### src/irq_enable_pkg.sv
// package of register offsets, field positions and reset values for the enable mask block
package irq_enable_pkg;

  // ****************************************************************
  // register map (byte addresses, one aligned word each)
  // ****************************************************************
  localparam logic [31:0] ADDR_ENABLE_SET_LOW    = 32'he000_e100;
  localparam logic [31:0] ADDR_ENABLE_SET_HIGH   = 32'he000_e104;
  localparam logic [31:0] ADDR_ENABLE_CLEAR_LOW  = 32'he000_e180;
  localparam logic [31:0] ADDR_ENABLE_CLEAR_HIGH = 32'he000_e184;

  // ****************************************************************
  // source numbering and field layout
  // ****************************************************************
  localparam int          NUM_LOW_SOURCES  = 32;
  localparam int          NUM_HIGH_SOURCES = 32;
  localparam int          NUM_SOURCES      = 64;
  // implemented bits of the high word: 25:21 and 19:0
  localparam logic [31:0] HIGH_IMPL_MASK   = 32'h03ef_ffff;
  localparam logic [31:0] RESERVED_READ    = 32'h0000_0000;
  localparam logic [31:0] ENABLE_RESET     = 32'h0000_0000;

  // bit positions in the high word
  localparam int BIT_WAKE_P2_8      = 0;
  localparam int BIT_WAKE_P3_0      = 4;
  localparam int BIT_TWO_WIRE_ZERO  = 8;
  localparam int BIT_TIMER16_ZERO   = 9;
  localparam int BIT_TIMER16_ONE    = 10;
  localparam int BIT_TIMER32_ZERO   = 11;
  localparam int BIT_TIMER32_ONE    = 12;
  localparam int BIT_SYNC_SERIAL_0  = 13;
  localparam int BIT_UART           = 14;
  localparam int BIT_USB_NORMAL     = 15;
  localparam int BIT_USB_FRAME      = 16;
  localparam int BIT_CONVERTER      = 17;
  localparam int BIT_WATCHDOG       = 18;
  localparam int BIT_BROWNOUT       = 19;
  localparam int BIT_GPIO_PORT3     = 21;
  localparam int BIT_GPIO_PORT0     = 24;
  localparam int BIT_SYNC_SERIAL_1  = 25;
  // bit positions in the low word
  localparam int BIT_WAKE_P0_0      = 0;
  localparam int BIT_WAKE_P1_0      = 12;
  localparam int BIT_WAKE_P2_0      = 24;

endpackage : irq_enable_pkg

### src/irq_enable_clear_regs.sv
// enable mask registers with set and clear views, gating source requests
`timescale 1ns/1ns
`default_nettype none

// How it works
// [RULE1] writing one to clear bit disables source
// [RULE2] writing zero to clear bit changes nothing
// [RULE3] reads return current enable flags
// [RULE4] low word holds sources 0 to 31
// [RULE5] high clear word decoded at own address
// [RULE6] low word: port0 0-11, port1 0-11, port2 0-7
// [RULE7] high bits 0-7: port2 8-11, port3 0-3
// [RULE8] high bits 8-19: peripheral interrupts in order
// [RULE9] high bits 21-24 gpio ports 3..0, 25 serial1
// [RULE10] software writes no ones to reserved bits
// [RULE11] reserved bits read as don't care
// [RULE12] set words share flags, ones set them
// [RULE13] flags reset disabled, disabled requests masked
module irq_enable_clear_regs
  import irq_enable_pkg::*;
(
  input  wire logic        clk,
  input  wire logic        srst,
  input  wire logic [31:0] addr,
  input  wire logic [31:0] wdata,
  input  wire logic        wr,
  input  wire logic        rd,
  output logic      [31:0] rdata,
  input  wire logic [11:0] wake_port0,
  input  wire logic [11:0] wake_port1,
  input  wire logic [11:0] wake_port2,
  input  wire logic [3:0]  wake_port3,
  input  wire logic        two_wire_zero,
  input  wire logic        timer16_zero,
  input  wire logic        timer16_one,
  input  wire logic        timer32_zero,
  input  wire logic        timer32_one,
  input  wire logic        sync_serial_zero,
  input  wire logic        uart_irq,
  input  wire logic        usb_normal_irq,
  input  wire logic        usb_frame_irq,
  input  wire logic        converter_irq,
  input  wire logic        watchdog_irq,
  input  wire logic        brownout_irq,
  input  wire logic [3:0]  gpio_port_irq,
  input  wire logic        sync_serial_one,
  output logic      [63:0] gated_request,
  output logic      [63:0] enable_state
);

  // ****************************************************************
  // address decode
  // ****************************************************************
  // exact word match only; anything else reads zero and writes nothing
  function automatic logic hit(input logic [31:0] a, input logic [31:0] target);
    hit = (a == target);
  endfunction : hit

  logic [31:0] enable_low;
  logic [31:0] enable_high;
  logic [63:0] raw_request;
  logic [63:0] next_gated;
  logic [31:0] next_rdata;

  // ****************************************************************
  // flag words
  // ****************************************************************
  // low word holds sources 0..31, all bits implemented
  enable_word low_word (
    .clk      (clk),
    .srst     (srst),
    .impl_mask(32'hffff_ffff),
    .set_we   (wr && hit(addr, ADDR_ENABLE_SET_LOW)),
    .clear_we (wr && hit(addr, ADDR_ENABLE_CLEAR_LOW)),  // [RULE4]
    .wdata    (wdata),
    .enable   (enable_low)
  );

  // high word at its own address; reserved bits never hold a flag, so ones
  // written there by misbehaving software are simply dropped
  enable_word high_word (
    .clk      (clk),
    .srst     (srst),
    .impl_mask(HIGH_IMPL_MASK),  // [RULE10]
    .set_we   (wr && hit(addr, ADDR_ENABLE_SET_HIGH)),
    .clear_we (wr && hit(addr, ADDR_ENABLE_CLEAR_HIGH)),  // [RULE5]
    .wdata    (wdata),
    .enable   (enable_high)
  );

  // ****************************************************************
  // source to bit mapping
  // ****************************************************************
  always_comb begin
    raw_request = 64'h0000_0000_0000_0000;
    raw_request[BIT_WAKE_P0_0 +: 12] = wake_port0;  // [RULE6]
    raw_request[BIT_WAKE_P1_0 +: 12] = wake_port1;  // [RULE6]
    raw_request[BIT_WAKE_P2_0 +: 8]  = wake_port2[7:0];  // [RULE6]
    raw_request[NUM_LOW_SOURCES + BIT_WAKE_P2_8 +: 4] = wake_port2[11:8];  // [RULE7]
    raw_request[NUM_LOW_SOURCES + BIT_WAKE_P3_0 +: 4] = wake_port3;  // [RULE7]
    raw_request[NUM_LOW_SOURCES + BIT_TWO_WIRE_ZERO] = two_wire_zero;  // [RULE8]
    raw_request[NUM_LOW_SOURCES + BIT_TIMER16_ZERO]  = timer16_zero;
    raw_request[NUM_LOW_SOURCES + BIT_TIMER16_ONE]   = timer16_one;
    raw_request[NUM_LOW_SOURCES + BIT_TIMER32_ZERO]  = timer32_zero;
    raw_request[NUM_LOW_SOURCES + BIT_TIMER32_ONE]   = timer32_one;
    raw_request[NUM_LOW_SOURCES + BIT_SYNC_SERIAL_0] = sync_serial_zero;
    raw_request[NUM_LOW_SOURCES + BIT_UART]          = uart_irq;
    raw_request[NUM_LOW_SOURCES + BIT_USB_NORMAL]    = usb_normal_irq;
    raw_request[NUM_LOW_SOURCES + BIT_USB_FRAME]     = usb_frame_irq;
    raw_request[NUM_LOW_SOURCES + BIT_CONVERTER]     = converter_irq;
    raw_request[NUM_LOW_SOURCES + BIT_WATCHDOG]      = watchdog_irq;
    raw_request[NUM_LOW_SOURCES + BIT_BROWNOUT]      = brownout_irq;  // [RULE8]
    // gpio ports in reverse order: port 3 at the lowest bit
    for (int i = 0; i < 4; i++) begin
      raw_request[NUM_LOW_SOURCES + BIT_GPIO_PORT3 + i] = gpio_port_irq[3 - i];  // [RULE9]
    end
    raw_request[NUM_LOW_SOURCES + BIT_SYNC_SERIAL_1] = sync_serial_one;  // [RULE9]
  end

  // ****************************************************************
  // request gating and read path
  // ****************************************************************
  // a disabled source is held back from prioritisation
  always_comb begin
    next_gated = raw_request & {enable_high, enable_low};  // [RULE13]
    next_rdata = RESERVED_READ;
    if (rd) begin
      if (hit(addr, ADDR_ENABLE_CLEAR_LOW) || hit(addr, ADDR_ENABLE_SET_LOW)) begin
        next_rdata = enable_low;  // [RULE3]
      end else if (hit(addr, ADDR_ENABLE_CLEAR_HIGH) || hit(addr, ADDR_ENABLE_SET_HIGH)) begin
        // reserved bits come back as zero; callers may not rely on that
        next_rdata = enable_high;  // [RULE3] [RULE11]
      end
    end
  end

  // registered outputs; gating costs one cycle of request latency
  always_ff @(posedge clk) begin
    if (srst) begin
      gated_request <= 64'h0000_0000_0000_0000;
      rdata         <= 32'h0000_0000;
    end else begin
      gated_request <= next_gated;
      rdata         <= next_rdata;
    end
  end

  assign enable_state = {enable_high, enable_low};

endmodule : irq_enable_clear_regs

`default_nettype wire

### src/enable_word.sv
// one 32-bit word of enable flags with set and clear write ports
`timescale 1ns/1ns
`default_nettype none

module enable_word
  import irq_enable_pkg::*;
(
  input  wire logic        clk,
  input  wire logic        srst,
  input  wire logic [31:0] impl_mask,
  input  wire logic        set_we,
  input  wire logic        clear_we,
  input  wire logic [31:0] wdata,
  output logic      [31:0] enable
);

  logic [31:0] next_enable;

  // ****************************************************************
  // flag update
  // ****************************************************************
  // ones set or clear, zeros leave the flag alone; unimplemented bits stay 0
  always_comb begin
    next_enable = enable;
    if (set_we) begin
      next_enable = enable | (wdata & impl_mask);  // [RULE12]
    end
    if (clear_we) begin
      next_enable = enable & ~wdata;  // [RULE1] [RULE2]
    end
    next_enable = next_enable & impl_mask;
  end

  // all sources start disabled
  always_ff @(posedge clk) begin
    if (srst) begin
      enable <= ENABLE_RESET;  // [RULE13]
    end else begin
      enable <= next_enable;
    end
  end

endmodule : enable_word

`default_nettype wire

### config.mk
export PLATFORM = sky130hd
export DESIGN_NAME = irq_enable_clear_regs
export DESIGN_NICKNAME = d
export VERILOG_FILES = /design/src/irq_enable_pkg.sv /design/src/irq_enable_clear_regs.sv /design/src/enable_word.sv
export SDC_FILE = /design/constraint.sdc
export NUM_CORES = 1
export LEC_CHECK = 0
export BUFFER_PORTS_ARGS = -buffer_cell sky130_fd_sc_hd__buf_2
export CORE_ASPECT_RATIO = 1.5
export CORE_MARGIN = 8
export CORE_UTILIZATION = 30
export CTS_CLUSTER_DIAMETER = 120
export DETAILED_ROUTE_END_ITERATION = 6
export SLEW_MARGIN = 10
export SYNTH_ARGS = -nofsm -noshare
export SYNTH_HDL_FRONTEND = slang
export SYNTH_SLANG_ARGS = --single-unit
export TNS_END_PERCENT = 20
### constraint.sdc
create_clock -name clk -period 2.3 [get_ports clk]
set_clock_uncertainty 0.1 [all_clocks]
set_input_delay 0.23 -clock clk [delete_from_list [all_inputs] [get_ports clk]]
set_output_delay 0.23 -clock clk [all_outputs]
set_load 0.02 [all_outputs]
; ---- After elaboration in Yosys (flattened, before gate mapping)
; Cells that the tools add are included.
[classes]
muxes = 6
reduce_logical = 9
bitwise = 7
n_eq_ne = 4
[op_table]
columns = operator, n
row1 = "32-bit equality test, second input constant", 4
row2 = 32-bit two-way mux, 3
row3 = 26-bit two-way mux, 3
row4 = 58-bit AND, 1
row5 = 32-bit AND, 1
row6 = 32-bit inverter, 1
row7 = 32-bit OR, 1
row8 = 26-bit AND, 1
row9 = 26-bit OR, 1
row10 = 1-bit logical AND, 4
row11 = 2-bit nonzero test, 2
row12 = 1-bit logical OR, 2
row13 = 2-bit OR reduction, 1
row14 = 1-bit inverter, 1
[totals]
output_inout_bits = 160
reg_bits = 153
in_bits = 125

; ---- Depth between registers and ports, before layout
; Gate-level depths: netlist (run 1).
[depth]
ltp_word = 4
ltp_mapped = 7
depth_no_buf = 4

; ---- Cells and area by module
; A second synthesis (run 1) with hierarchy kept.
[unflattened]
cells_unflattened = 584
area_unflattened_um2 = 6143.4
[modules_own_cells]
columns = mod, seq_area_each_um2, cells_each, area_per_inst_um2, instances
row1 = irq_enable_clear_regs, 1781.7, 310, 3233.1, 1
row2 = enable_word, 640.6, 137, 1455.1, 2

; ---- Worst setup path after synthesis (run 1)
; OpenSTA, ideal clock, no wires.
[synth_path]
kind = input to register
startpoint = input port addr[11]
endpoint = register with a tool-made name
setup_ns = 0.140
cell_stages = 5
arrival_ns = 1.525
n_path_buf = 1
setup_slack_ns = 0.535
cell_sequence = nor4b_2 > nand4_1 > nor4_4 > buf_6 > a211oi_2
[synth_rtl]
columns = element, line_no
row1 = "start, declared", irq_enable_clear_regs.sv:24  ; input wire logic [31:0] addr,

==> impl_summary.txt, run 1 <==
----------------------------------------------------
[Layout]
  Final Core Density ... 0.471
  Total area of multi-input combinational cells ... 2390 um^2
  FILL cells ... 1745
  Area Growth Syn to Fin ... 54.7%
  Final design area excluding fillers ... 8690 um^2
  Share of layout cells above drive strength 1 ... 0.361
  Non-filler instance count after layout ... 1192
  Net count of the finished layout ... 1051
  Register cell area after layout ... 2920 um^2

[Place]
  Detailed Place HPWL ... 14.3 mm
  GPL Wtd Cong ... 0.733
  DP Area ... 7160 um^2
  Quantity of I/O buffers inserted on ports ... 270
  Placed Cells incl. Taps ... 1070
  Placement Setup Slack ... 0.278 ns

[Setup path]
  Worst-path cell chain ... buf_2, nor4_2, and3_2, and4_1, a311oi_1
  Crit path kind ... input pin to flop
  Reg2reg path depth ... 2
  Data required time at the worst endpoint ... 2.48 ns
  Element type at the critical path end ... flop
  Number of logic stages on the critical path including buffering ... 5
  Critical Path Source Type ... input pin
  Buffer and inverter count on the worst path ... 1
  Timing startpoint of the critical path ... addr[25]
  Largest stage delay, worst path ... 0.53 ns
  Max stage delay cell, worst path ... nor4_2
  Setup slack, reg-to-reg ... 1.36 ns
  CP max FO ... 7
  Critical path arrival ... 1.79 ns
  Cell family with most CP delay ... simple AND/OR/NAND/NOR gates

[STA]
  Worst slack on hold paths ... 0.0656 ns
  Portion of the clock cycle consumed by the worst path in the final layout ... 0.700
  Unrepaired setup endpoints after global routing ... false
  Measured slew at the worst slew-check pin ... 0.618 ns
  Pins Over Slew Limit ... 0
  Final Hold Vio Count ... 0
  Total negative slack ... 0 ns
  Post-layout worst setup margin ... 0.691 ns
  Max transition margin ... 0.588
  Final count of negative-setup-slack endpoints ... 0
  F_max ... 622 MHz
  Final Critical Period ... 1.61 ns

[Synthesis]
  Post-synthesis cell area ... 5620 um^2
  Average cell area after synthesis ... 9.62 um^2
  Multiplexer share of the synthesized area ... 0.0445
  Synthesis warning total ... 0
  Number of synthesized register bits ... 146
  Post-synthesis share of cell area spent on full adders, half adders and majority gates ... 0
  Complex-gate fraction of the synthesized area ... 0.175
  Share of the synthesized netlist area taken by xor and xnor gates ... 0
  Number of standard cells after synthesis ... 584
  Sequential cell area fraction in the yosys report ... 0.520
  Main combinational cell family by area after synthesis ... simple AND/OR/NAND/NOR gates
  Synth Area in Simple Gates ... 0.195
  Distinct cell type count of the synthesized netlist ... 29

[Power]
  Relative contribution of the clock network to total power ... 0.501
  Sw Pwr ... 1.29 mW
  Cell internal power dissipation ... 4.62 mW
  Pwr/cell area ... 680 nW/um^2
  Sequential cell fraction of total power ... 0.428
  Fraction of power spent switching nets ... 0.219
  Portion of total power attributed to combinational logic ... 0.071
  Post-route total power ... 5.91 mW
  Static Leak ... 3.94 nW
  Maximum VDD drop ... 0.345 mV

[Floorplanning]
  Die X ... 128 um
  Height of the chip ... 184 um
  Core area ... 18500 um^2
  Effective utilization at floorplan ... 0.304
  Total Die Area ... 23500 um^2
  Top-Level Pins ... 285
  FP Rows ... 61

[Min path]
  Type of the most critical hold path ... input pin to flop
  Worst hold path startpoint ... addr[7]

[CTS]
  TritonCTS clock tree ... built
  Deepest clock path buffer count ... 2
  Root cell of the clock tree ... clkbuf_16
  Post-cts repair resize count ... 0
  Total setup buffers inserted after CTS ... 0
  Number of H-tree levels ... 4
  Clock latency on the worst-skew pair ... 0.42 ns
  Inserted Clock Buffers ... 17
  Clock slew seen by the registers of the worst setup and hold paths ... 0.06 ns
  Clock sink count ... 146

[Drt]
  Wire per inst ... 17.6 um
  Detailed router's first-iteration violation count ... 256
  Routed WL ... 21.0 mm
  Number of nets still failing antenna checks after routing ... 0
  Number of remaining DRC errors ... 0
  Overall via count from detail_route ... 5757
  Mean number of vias per cell ... 4.83
  Number of iterations in the first detailed-routing pass ... 4

[Global route]
  GRT overflow ... 0
  Total global-route track usage ... 0.178
  Initial antenna violation count ... 1
  First-pass GRT wire length ... 33.0 mm
  Largest net degree at the start of global routing ... 60
  Vias in the first global route ... 6132

[Run]
  Max-capacitance violation count ... 0

[Status]
  Status ... completed

----------------------------------------------------
per-layer routing:
layer  vias up  track usage  part of all wire
met1      2732        0.189              0.39
met4         0       0.0721             0.016
met2       235        0.320              0.53
met3        22       0.0557             0.070
met5         -            0                 0
li1       2768            -                 -
timing repair:
item | 4_1_cts | 5_1_grt
endpoints found under the setup margin | 0 | 0
hold buffers | 89 | 0
hold endpoints to repair | 114 | 0
synthesized netlist by cell type:
cell type / instances / area [um^2]
dfxtp_1: 146 / 2920
nor2_1: 105 / 394
nand2_1: 69 / 259
a41oi_1: 57 / 499
a211oi_1: 40 / 300
and3_1: 27 / 169
clkbuf_1: 27 / 101
mux2i_1: 25 / 250
buf_2: 17 / 85.1
buf_4: 15 / 113
a211oi_2: 10 / 125
a311oi_1: 7 / 61.3
and2_1: 7 / 43.8
buf_1: 4 / 15.0
buf_6: 4 / 45.0
nand4_1: 4 / 25.0
and4_1: 3 / 26.3
nor4_2: 3 / 37.5
nor2b_1: 2 / 12.5
nor4_4: 2 / 42.5
nor4b_2: 2 / 30.0
and3b_1: 1 / 8.76
and4b_1: 1 / 10.0
and4bb_1: 1 / 12.5
conb_1: 1 / 3.75
inv_1: 1 / 3.75
nor3_1: 1 / 5.00
nor3b_1: 1 / 7.51
or4_4: 1 / 11.3
worst min-delay path by stage:
| stage | to | slack [ns] | cells after the start |
|---|---|---|---|
| floorplan | flop | 0.22 | 1 |
| global placement | gated_request[16] | 0.34 | 3 |
| detailed placement | flop | 0.35 | 2 |
| CTS | gated_request[40] | 0.05 | 2 |
| global route | gated_request[7] | 0.06 | 2 |
| finish | flop | 0.07 | 2 |
layout make-up:
class / instances / share of cell area
Tap cell: 252 / 0.0363
Antenna cell: 1 / 0.000288
Clock inverter: 12 / 0.0209
Timing Repair Buffer: 377 / 0.278
Multi-Input combinational cell: 383 / 0.275
Sequential cell: 146 / 0.336
Inverter: 1 / 0.000432
Clock buffer: 20 / 0.0525
kinds of logic after synthesis:
kind of cell	count (synthesis)
compound gates	114
simple gates	230
mux	25
buf+inv	68
flops	146
other cells	1
cell usage in the layout, fill, tap and decap left out, types with 10 or more instances in the layout:
cell	netlist	routed
a41oi_1	57	57
a211oi_2	10	10
buf_4	15	16
a211oi_1	40	40
nand2_1	69	69
mux2i_1	25	25
conb_1	1	14
buf_2	17	269
nor2_1	105	105
dlygate4sd3_1	0	89
dfxtp_1	146	146
clkbuf_16	0	17
and3_1	27	26
power by group through the flow:
stage	clock, mW	sequential (mW)	combinational [mW]
2_1_floorplan	0	2.58	0.150
3_3_place_gp	0	2.58	0.291
3_5_place_dp	0	2.58	0.294
4_1_cts	3.04	2.53	0.417
5_1_grt	3.14	2.53	0.453
6_report	2.96	2.53	0.418
Note: power is estimated with default switching activity, not from simulation.
==> inputs of run 2 (changes only) <==
--- a/config.mk
+++ b/config.mk
@@ -5,6 +5,7 @@
 export SDC_FILE = /design/constraint.sdc
 export NUM_CORES = 1
 export LEC_CHECK = 0
+export ABC_AREA = 1
 export BUFFER_PORTS_ARGS = -buffer_cell sky130_fd_sc_hd__buf_2
 export CORE_ASPECT_RATIO = 1.5
 export CORE_MARGIN = 8
==> constraint.sdc (replaced) <==
create_clock -name clk -period 1.4 [get_ports clk]
set_clock_uncertainty 0.1 [all_clocks]
set_input_delay 0.14 -clock clk [delete_from_list [all_inputs] [get_ports clk]]
set_output_delay 0.14 -clock clk [all_outputs]
set_load 0.02 [all_outputs]
==> run 2 against run 1 <==
Effect of this change: critical path depth down 4; via count up 11%; clock power up 49%; count of clock-buffer cells in the layout unchanged; design area up 5.6%; sequential power up 64%; combinational power up 47%; sequential share of layout area down 1.8 points; utilization down 0.12 points; worst hold slack better by 0.079 ns; register-to-register slack worse by 0.78 ns.
==> impl_summary.txt, run 2 <==
----------------------------------------------------
[Floorplanning]
  FP Rows ... 63
  Effective utilization at floorplan ... 0.303
  Die X ... 131 um
  Top-Level Pins ... 285
  Core area ... 19500 um^2
  Total Die Area ... 24600 um^2
  Height of the chip ... 188 um

[Synthesis]
  Number of standard cells after synthesis ... 826
  Sequential cell area fraction in the yosys report ... 0.494
  Leading register cell type out of synthesis ... dfxtp_1
  Most used standard cells in the synthesized netlist ... nand2_1 (189), dfxtp_1 (146), nor2_1 (144)
  Share of async-settable or async-resettable flops after synthesis ... 0
  Top-count cell post-synth ... nand2_1
  Number of synthesized register bits ... 146
  Average cell area after synthesis ... 7.16 um^2
  Distinct cell type count of the synthesized netlist ... 19
  Count of flip-flops with a built-in enable after synthesis ... 0
  Synthesis warning total ... 0
  Main area contributors after synthesis ... dfxtp_1 (49%), nand2_1 (12%), nor2_1 (9.1%)
  Fraction of synthesized cell area taken by the top area cell type ... 0.494
  Largest area contributor in the netlist ... dfxtp_1
  Post-synthesis cell area ... 5920 um^2

[Setup path]
  Max stage delay cell, worst path ... dfxtp_1
  Cell family with most CP delay ... flip-flops
  Crit path kind ... flop to output pin
  Critical path arrival ... 1.02 ns
  Data required time at the worst endpoint ... 1.16 ns
  Reg2reg path depth ... 4
  Buffer and inverter count on the worst path ... 1
  Critical Path Source Type ... flop
  Element type at the critical path end ... output pin
  Largest stage delay, worst path ... 0.40 ns
  Setup slack, reg-to-reg ... 0.58 ns
  CP max FO ... 3
  Worst-path cell chain ... buf_2

[Layout]
  FILL cells ... 1947
  Total area of multi-input combinational cells ... 2220 um^2
  Commonest non-fill, non-tap cell in the layout ... buf_2
  Antenna fix cells ... 0
  Commonest non-fill, non-tap cells in the layout ... buf_2 (270), nand2_1 (189), dfxtp_1 (146), nor2_1 (143), inv_1 (112)
  Share of layout cells above drive strength 1 ... 0.282
  Register cell area after layout ... 2920 um^2
  Net count of the finished layout ... 1307
  Area Growth Syn to Fin ... 55.1%

[STA]
  Final count of negative-setup-slack endpoints ... 0
  Unrepaired setup endpoints after global routing ... false
  F_max ... 794 MHz
  Worst slack on hold paths ... 0.145 ns
  Portion of the clock cycle consumed by the worst path in the final layout ... 0.900
  Total negative slack ... 0 ns
  Final Hold Vio Count ... 0
  Pins Over Slew Limit ... 0
  Measured slew at the worst slew-check pin ... 0.675 ns
  Final Critical Period ... 1.26 ns
  Max transition margin ... 0.550

[CTS]
  Clock latency on the worst-skew pair ... 0.42 ns
  Inserted Clock Buffers ... 17
  Clock sink count ... 146
  Root cell of the clock tree ... clkbuf_16
  TritonCTS clock tree ... built
  Deepest clock path buffer count ... 2
  Clock slew seen by the registers of the worst setup and hold paths ... 0.06 ns
  Number of H-tree levels ... 4

[Power]
  Static Leak ... 4.87 nW
  Pwr/cell area ... 1000 nW/um^2
  Maximum VDD drop ... 0.657 mV

[Global route]
  Total global-route track usage ... 0.175
  First-pass GRT wire length ... 33.3 mm
  Initial antenna violation count ... 0
  GRT overflow ... 0
  Largest net degree at the start of global routing ... 58
  Vias in the first global route ... 6516

[Drt]
  Number of iterations in the first detailed-routing pass ... 4
  Wire per inst ... 14.7 um
  Number of nets still failing antenna checks after routing ... 0
  Overall via count from detail_route ... 6412
  Mean number of vias per cell ... 4.41
  Detailed router's first-iteration violation count ... 335
  Routed WL ... 21.4 mm
  Number of remaining DRC errors ... 0

[Place]
  Detailed Place HPWL ... 14.5 mm
  GPL Wtd Cong ... 0.787
  Quantity of I/O buffers inserted on ports ... 270

[Run]
  Max-capacitance violation count ... 0

[Min path]
  Hold-critical path depth ... 5
  Worst hold path startpoint ... srst
  Type of the most critical hold path ... input pin to flop

[Status]
  Status ... completed

----------------------------------------------------
==> run 2: cell types whose count changed after synthesis, sizes merged, moves of 25 or more <==
cell    before  now
a41oi       57    0
nand4        4   58
o22ai        0   25
nand2       69  192
a211oi      50    0
inv          1  114
mux2i       25    0
nand3        0   59
and3        27    0
nor2       105  150
==> run 2: logic make-up after synthesis <==
kind of cell | count (synthesis) | share of synthesized area
flops | 146 | 0.494
other cells | 1 | 0.000634
simple gates | 462 | 0.338
compound gates | 25 | 0.0264
buf+inv | 192 | 0.141
==> run 2: worst max path at each step <==
stage | startpoint | to | slack [ns] | depth (start not counted)
finish | flop | enable_state[47] | 0.14 | 1
global route | flop | enable_state[4] | 0.08 | 1
CTS | flop | enable_state[47] | 0.10 | 1
detailed placement | addr[23] | rdata[22] | -0.16 | 9
global placement | addr[23] | flop | -0.13 | 11
floorplan | wr | flop | 0.13 | 6
==> run 2: power by group <==
part / internal [mW] / total [mW] / switching [mW]
Clock: 2.73 / 4.42 / 1.69
Sequential: 4.16 / 4.16 / 0.000000000615
Combinational: 0.320 / 0.616 / 0.296
==> run 2: area by class of cell <==
type / count / area share
timing repair buffer: 383 / 0.287
sequential: 146 / 0.318
multi-input combinational: 501 / 0.242
clock buffer: 20 / 0.0508
inverter: 133 / 0.0544
tap: 260 / 0.0354
clock inverter: 10 / 0.0119
==> run 2: what timing repair did <==
item,in CTS,in global routing
resized for setup,0,0
setup buffers,0,0
hold buffers,89,0
setup endpoints to repair,0,0
hold endpoints to repair,114,0
==> run 2: per-stage QoR <==
stage	total power [mW]	setup slack [ns]	cells	utilization	cell area, um^2
final	9.19	0.140	1453	0.470	9180
after global routing	9.58	0.0762	1453	0.470	9180
after CTS	9.34	0.103	1453	0.470	9180
after detailed placement	4.65	-0.162	1334	0.395	7710
after global placement	4.65	-0.134	1334	0.395	7710
after floorplan	4.42	0.131	839	-	5970
==> run 2: routing by layer <==
| layer | part of all wire | track usage | up-vias |
|---|---|---|---|
| li1 | - | - | 3242 |
| met4 | 0.022 | 0.0727 | 0 |
| met1 | 0.39 | 0.189 | 2901 |
| met5 | 0 | 0 | - |
| met3 | 0.068 | 0.0415 | 28 |
| met2 | 0.52 | 0.315 | 241 |
==> inputs of run 3 (changes only) <==
--- a/config.mk
+++ b/config.mk
@@ -5,7 +5,7 @@
 export SDC_FILE = /design/constraint.sdc
 export NUM_CORES = 1
 export LEC_CHECK = 0
-export ABC_AREA = 1
+export ABC_AREA = 0
 export BUFFER_PORTS_ARGS = -buffer_cell sky130_fd_sc_hd__buf_2
 export CORE_ASPECT_RATIO = 1.5
 export CORE_MARGIN = 8
==> run 3 against run 2 <==
Effect of this change: maximum frequency decreased by 6.4%; total power increased by 3.1%; first-iteration DRC count decreased by 10%; utilization increased by 1.4 points; design area decreased by 2.7%; non-clock buffer count increased by 13; worst hold slack got worse by 0.040 ns; critical path depth increased by 4; register-to-register slack got worse by 0.11 ns; critical path type is now input pin to flop; largest power group unchanged; combinational power increased by 22%; clock power increased by 3%; global-route usage about the same.
==> impl_summary.txt, run 3 (synthesized netlist as in run 1, its figures left out) <==
----------------------------------------------------
[Global route]
  Total global-route track usage ... 0.176
  Vias in the first global route ... 6079
  Largest net degree at the start of global routing ... 59
  GRT overflow ... 0
  Initial antenna violation count ... 0
  First-pass GRT wire length ... 32.8 mm

[Power]
  Cell internal power dissipation ... 7.25 mW
  Fraction of power spent switching nets ... 0.235
  Sw Pwr ... 2.23 mW
  Static Leak ... 4.05 nW
  Maximum VDD drop ... 0.664 mV
  Sequential cell fraction of total power ... 0.438
  Relative contribution of the clock network to total power ... 0.483
  Pwr/cell area ... 1060 nW/um^2
  Portion of total power attributed to combinational logic ... 0.079

[Layout]
  Final Core Density ... 0.484
  Antenna fix cells ... 0
  Commonest non-fill, non-tap cell in the layout ... buf_2
  Area Growth Syn to Fin ... 59.0%
  Commonest non-fill, non-tap cells in the layout ... buf_2 (269), dfxtp_1 (146), nor2_1 (105), dlygate4sd3_1 (90), nand2_1 (69)
  Non-filler instance count after layout ... 1210
  Share of layout cells above drive strength 1 ... 0.376
  Net count of the finished layout ... 1070

[STA]
  Unrepaired setup endpoints after global routing ... true
  Final Hold Vio Count ... 0
  Portion of the clock cycle consumed by the worst path in the final layout ... 0.961
  Final count of negative-setup-slack endpoints ... 0
  Final Critical Period ... 1.35 ns
  Post-layout worst setup margin ... 0.0542 ns
  F_max ... 743 MHz
  Pins Over Slew Limit ... 0
  Total negative slack ... 0 ns

[Status]
  Status ... completed

[Drt]
  Detailed router's first-iteration violation count ... 301
  Wire per inst ... 17.2 um
  Routed WL ... 20.9 mm
  Number of iterations in the first detailed-routing pass ... 4
  Overall via count from detail_route ... 5787
  Number of nets still failing antenna checks after routing ... 0
  Number of remaining DRC errors ... 0
  Mean number of vias per cell ... 4.78

[Setup path]
  Max stage delay cell, worst path ... or4_4
  Data required time at the worst endpoint ... 1.59 ns
  Element type at the critical path end ... flop
  Crit path kind ... input pin to flop
  Critical Path Source Type ... input pin
  Reg2reg path depth ... 2
  Critical path arrival ... 1.54 ns
  CP max FO ... 25
  Setup slack, reg-to-reg ... 0.47 ns
  Largest stage delay, worst path ... 0.59 ns
  Worst-path cell chain ... buf_2, or4_4, nor4_4, buf_12, a211oi_1

[Floorplanning]
  Core area ... 18500 um^2
  Total Die Area ... 23500 um^2
  Height of the chip ... 184 um
  Top-Level Pins ... 285
  Effective utilization at floorplan ... 0.304
  FP Rows ... 61
  Die X ... 128 um

[Min path]
  Worst-case hold path end point ... gated_request[38]
  Type of the most critical hold path ... input pin to flop
  Worst hold path startpoint ... srst
  Hold-critical path depth ... 3

[CTS]
  TritonCTS clock tree ... built
  Clock slew seen by the registers of the worst setup and hold paths ... 0.07 ns
  Total setup buffers inserted after CTS ... 0
  Inserted Clock Buffers ... 17
  Clock latency on the worst-skew pair ... 0.43 ns
  Deepest clock path buffer count ... 2
  Root cell of the clock tree ... clkbuf_16
  Clock sink count ... 146
  Number of H-tree levels ... 4

[Place]
  Detailed Place HPWL ... 14.4 mm
  Quantity of I/O buffers inserted on ports ... 270
  Placed Cells incl. Taps ... 1088
  Placement Setup Slack ... -0.386 ns
  GPL Wtd Cong ... 0.828

[Run]
  Max-capacitance violation count ... 0

----------------------------------------------------
## run 3: how the worst max path moves through the flow
stage	to	start	slack, ns	depth (start not counted)
finish	flop	addr[6]	0.05	5
global route	flop	addr[25]	-0.02	7
CTS	enable_state[26]	flop	0.06	1
detailed placement	flop	addr[6]	-0.39	5
global placement	flop	addr[27]	-0.36	5
floorplan	flop	addr[11]	-0.26	5
## run 3: cell type report
class | instances | area (um^2)
Sequential cell | 146 | 2920
Inverter | 1 | 3.75
Clock inverter | 13 | 151
Multi-Input combinational cell | 383 | 2440
Clock buffer | 19 | 443
Tap cell | 252 | 315
Fill cell | 1734 | 9540
Timing Repair Buffer | 396 | 2660
## run 3: worst max-delay path, delay by kind of cell
kind	cells	cell delay (ns)
AO/OA/AOI/OAI	1	0.10
AND/OR/NAND/NOR	2	0.93
buffers and inverters	2	0.35
## run 3: stage by stage
step	hold WS [ns]	cell area [um^2]	power, mW
floorplan	0.138	5710	4.49
global route	0.110	8930	9.82
finish	0.105	8930	9.48
CTS	0.0930	8930	9.59
global placement	0.254	7430	4.78
detailed placement	0.263	7430	4.79
## run 3: power groups by stage
stage,clock (mW),sequential [mW],combinational [mW]
floorplan,0,4.25,0.248
global placement,0,4.25,0.537
detailed placement,0,4.25,0.539
CTS,4.69,4.15,0.744
global route,4.86,4.15,0.807
finish,4.57,4.15,0.749
## run 3: what timing repair did
action	in CTS	in global routing
hold endpoints to repair	114	0
hold buffers	90	0
gates resized for setup	0	1
setup endpoints to repair	0	8
## run 3: per-layer routing
metal / wire (um) / track usage
met5: 0 / 0
met4: 556 / 0.0788
met3: 1350 / 0.0526
met2: 11100 / 0.316
met1: 7870 / 0.183
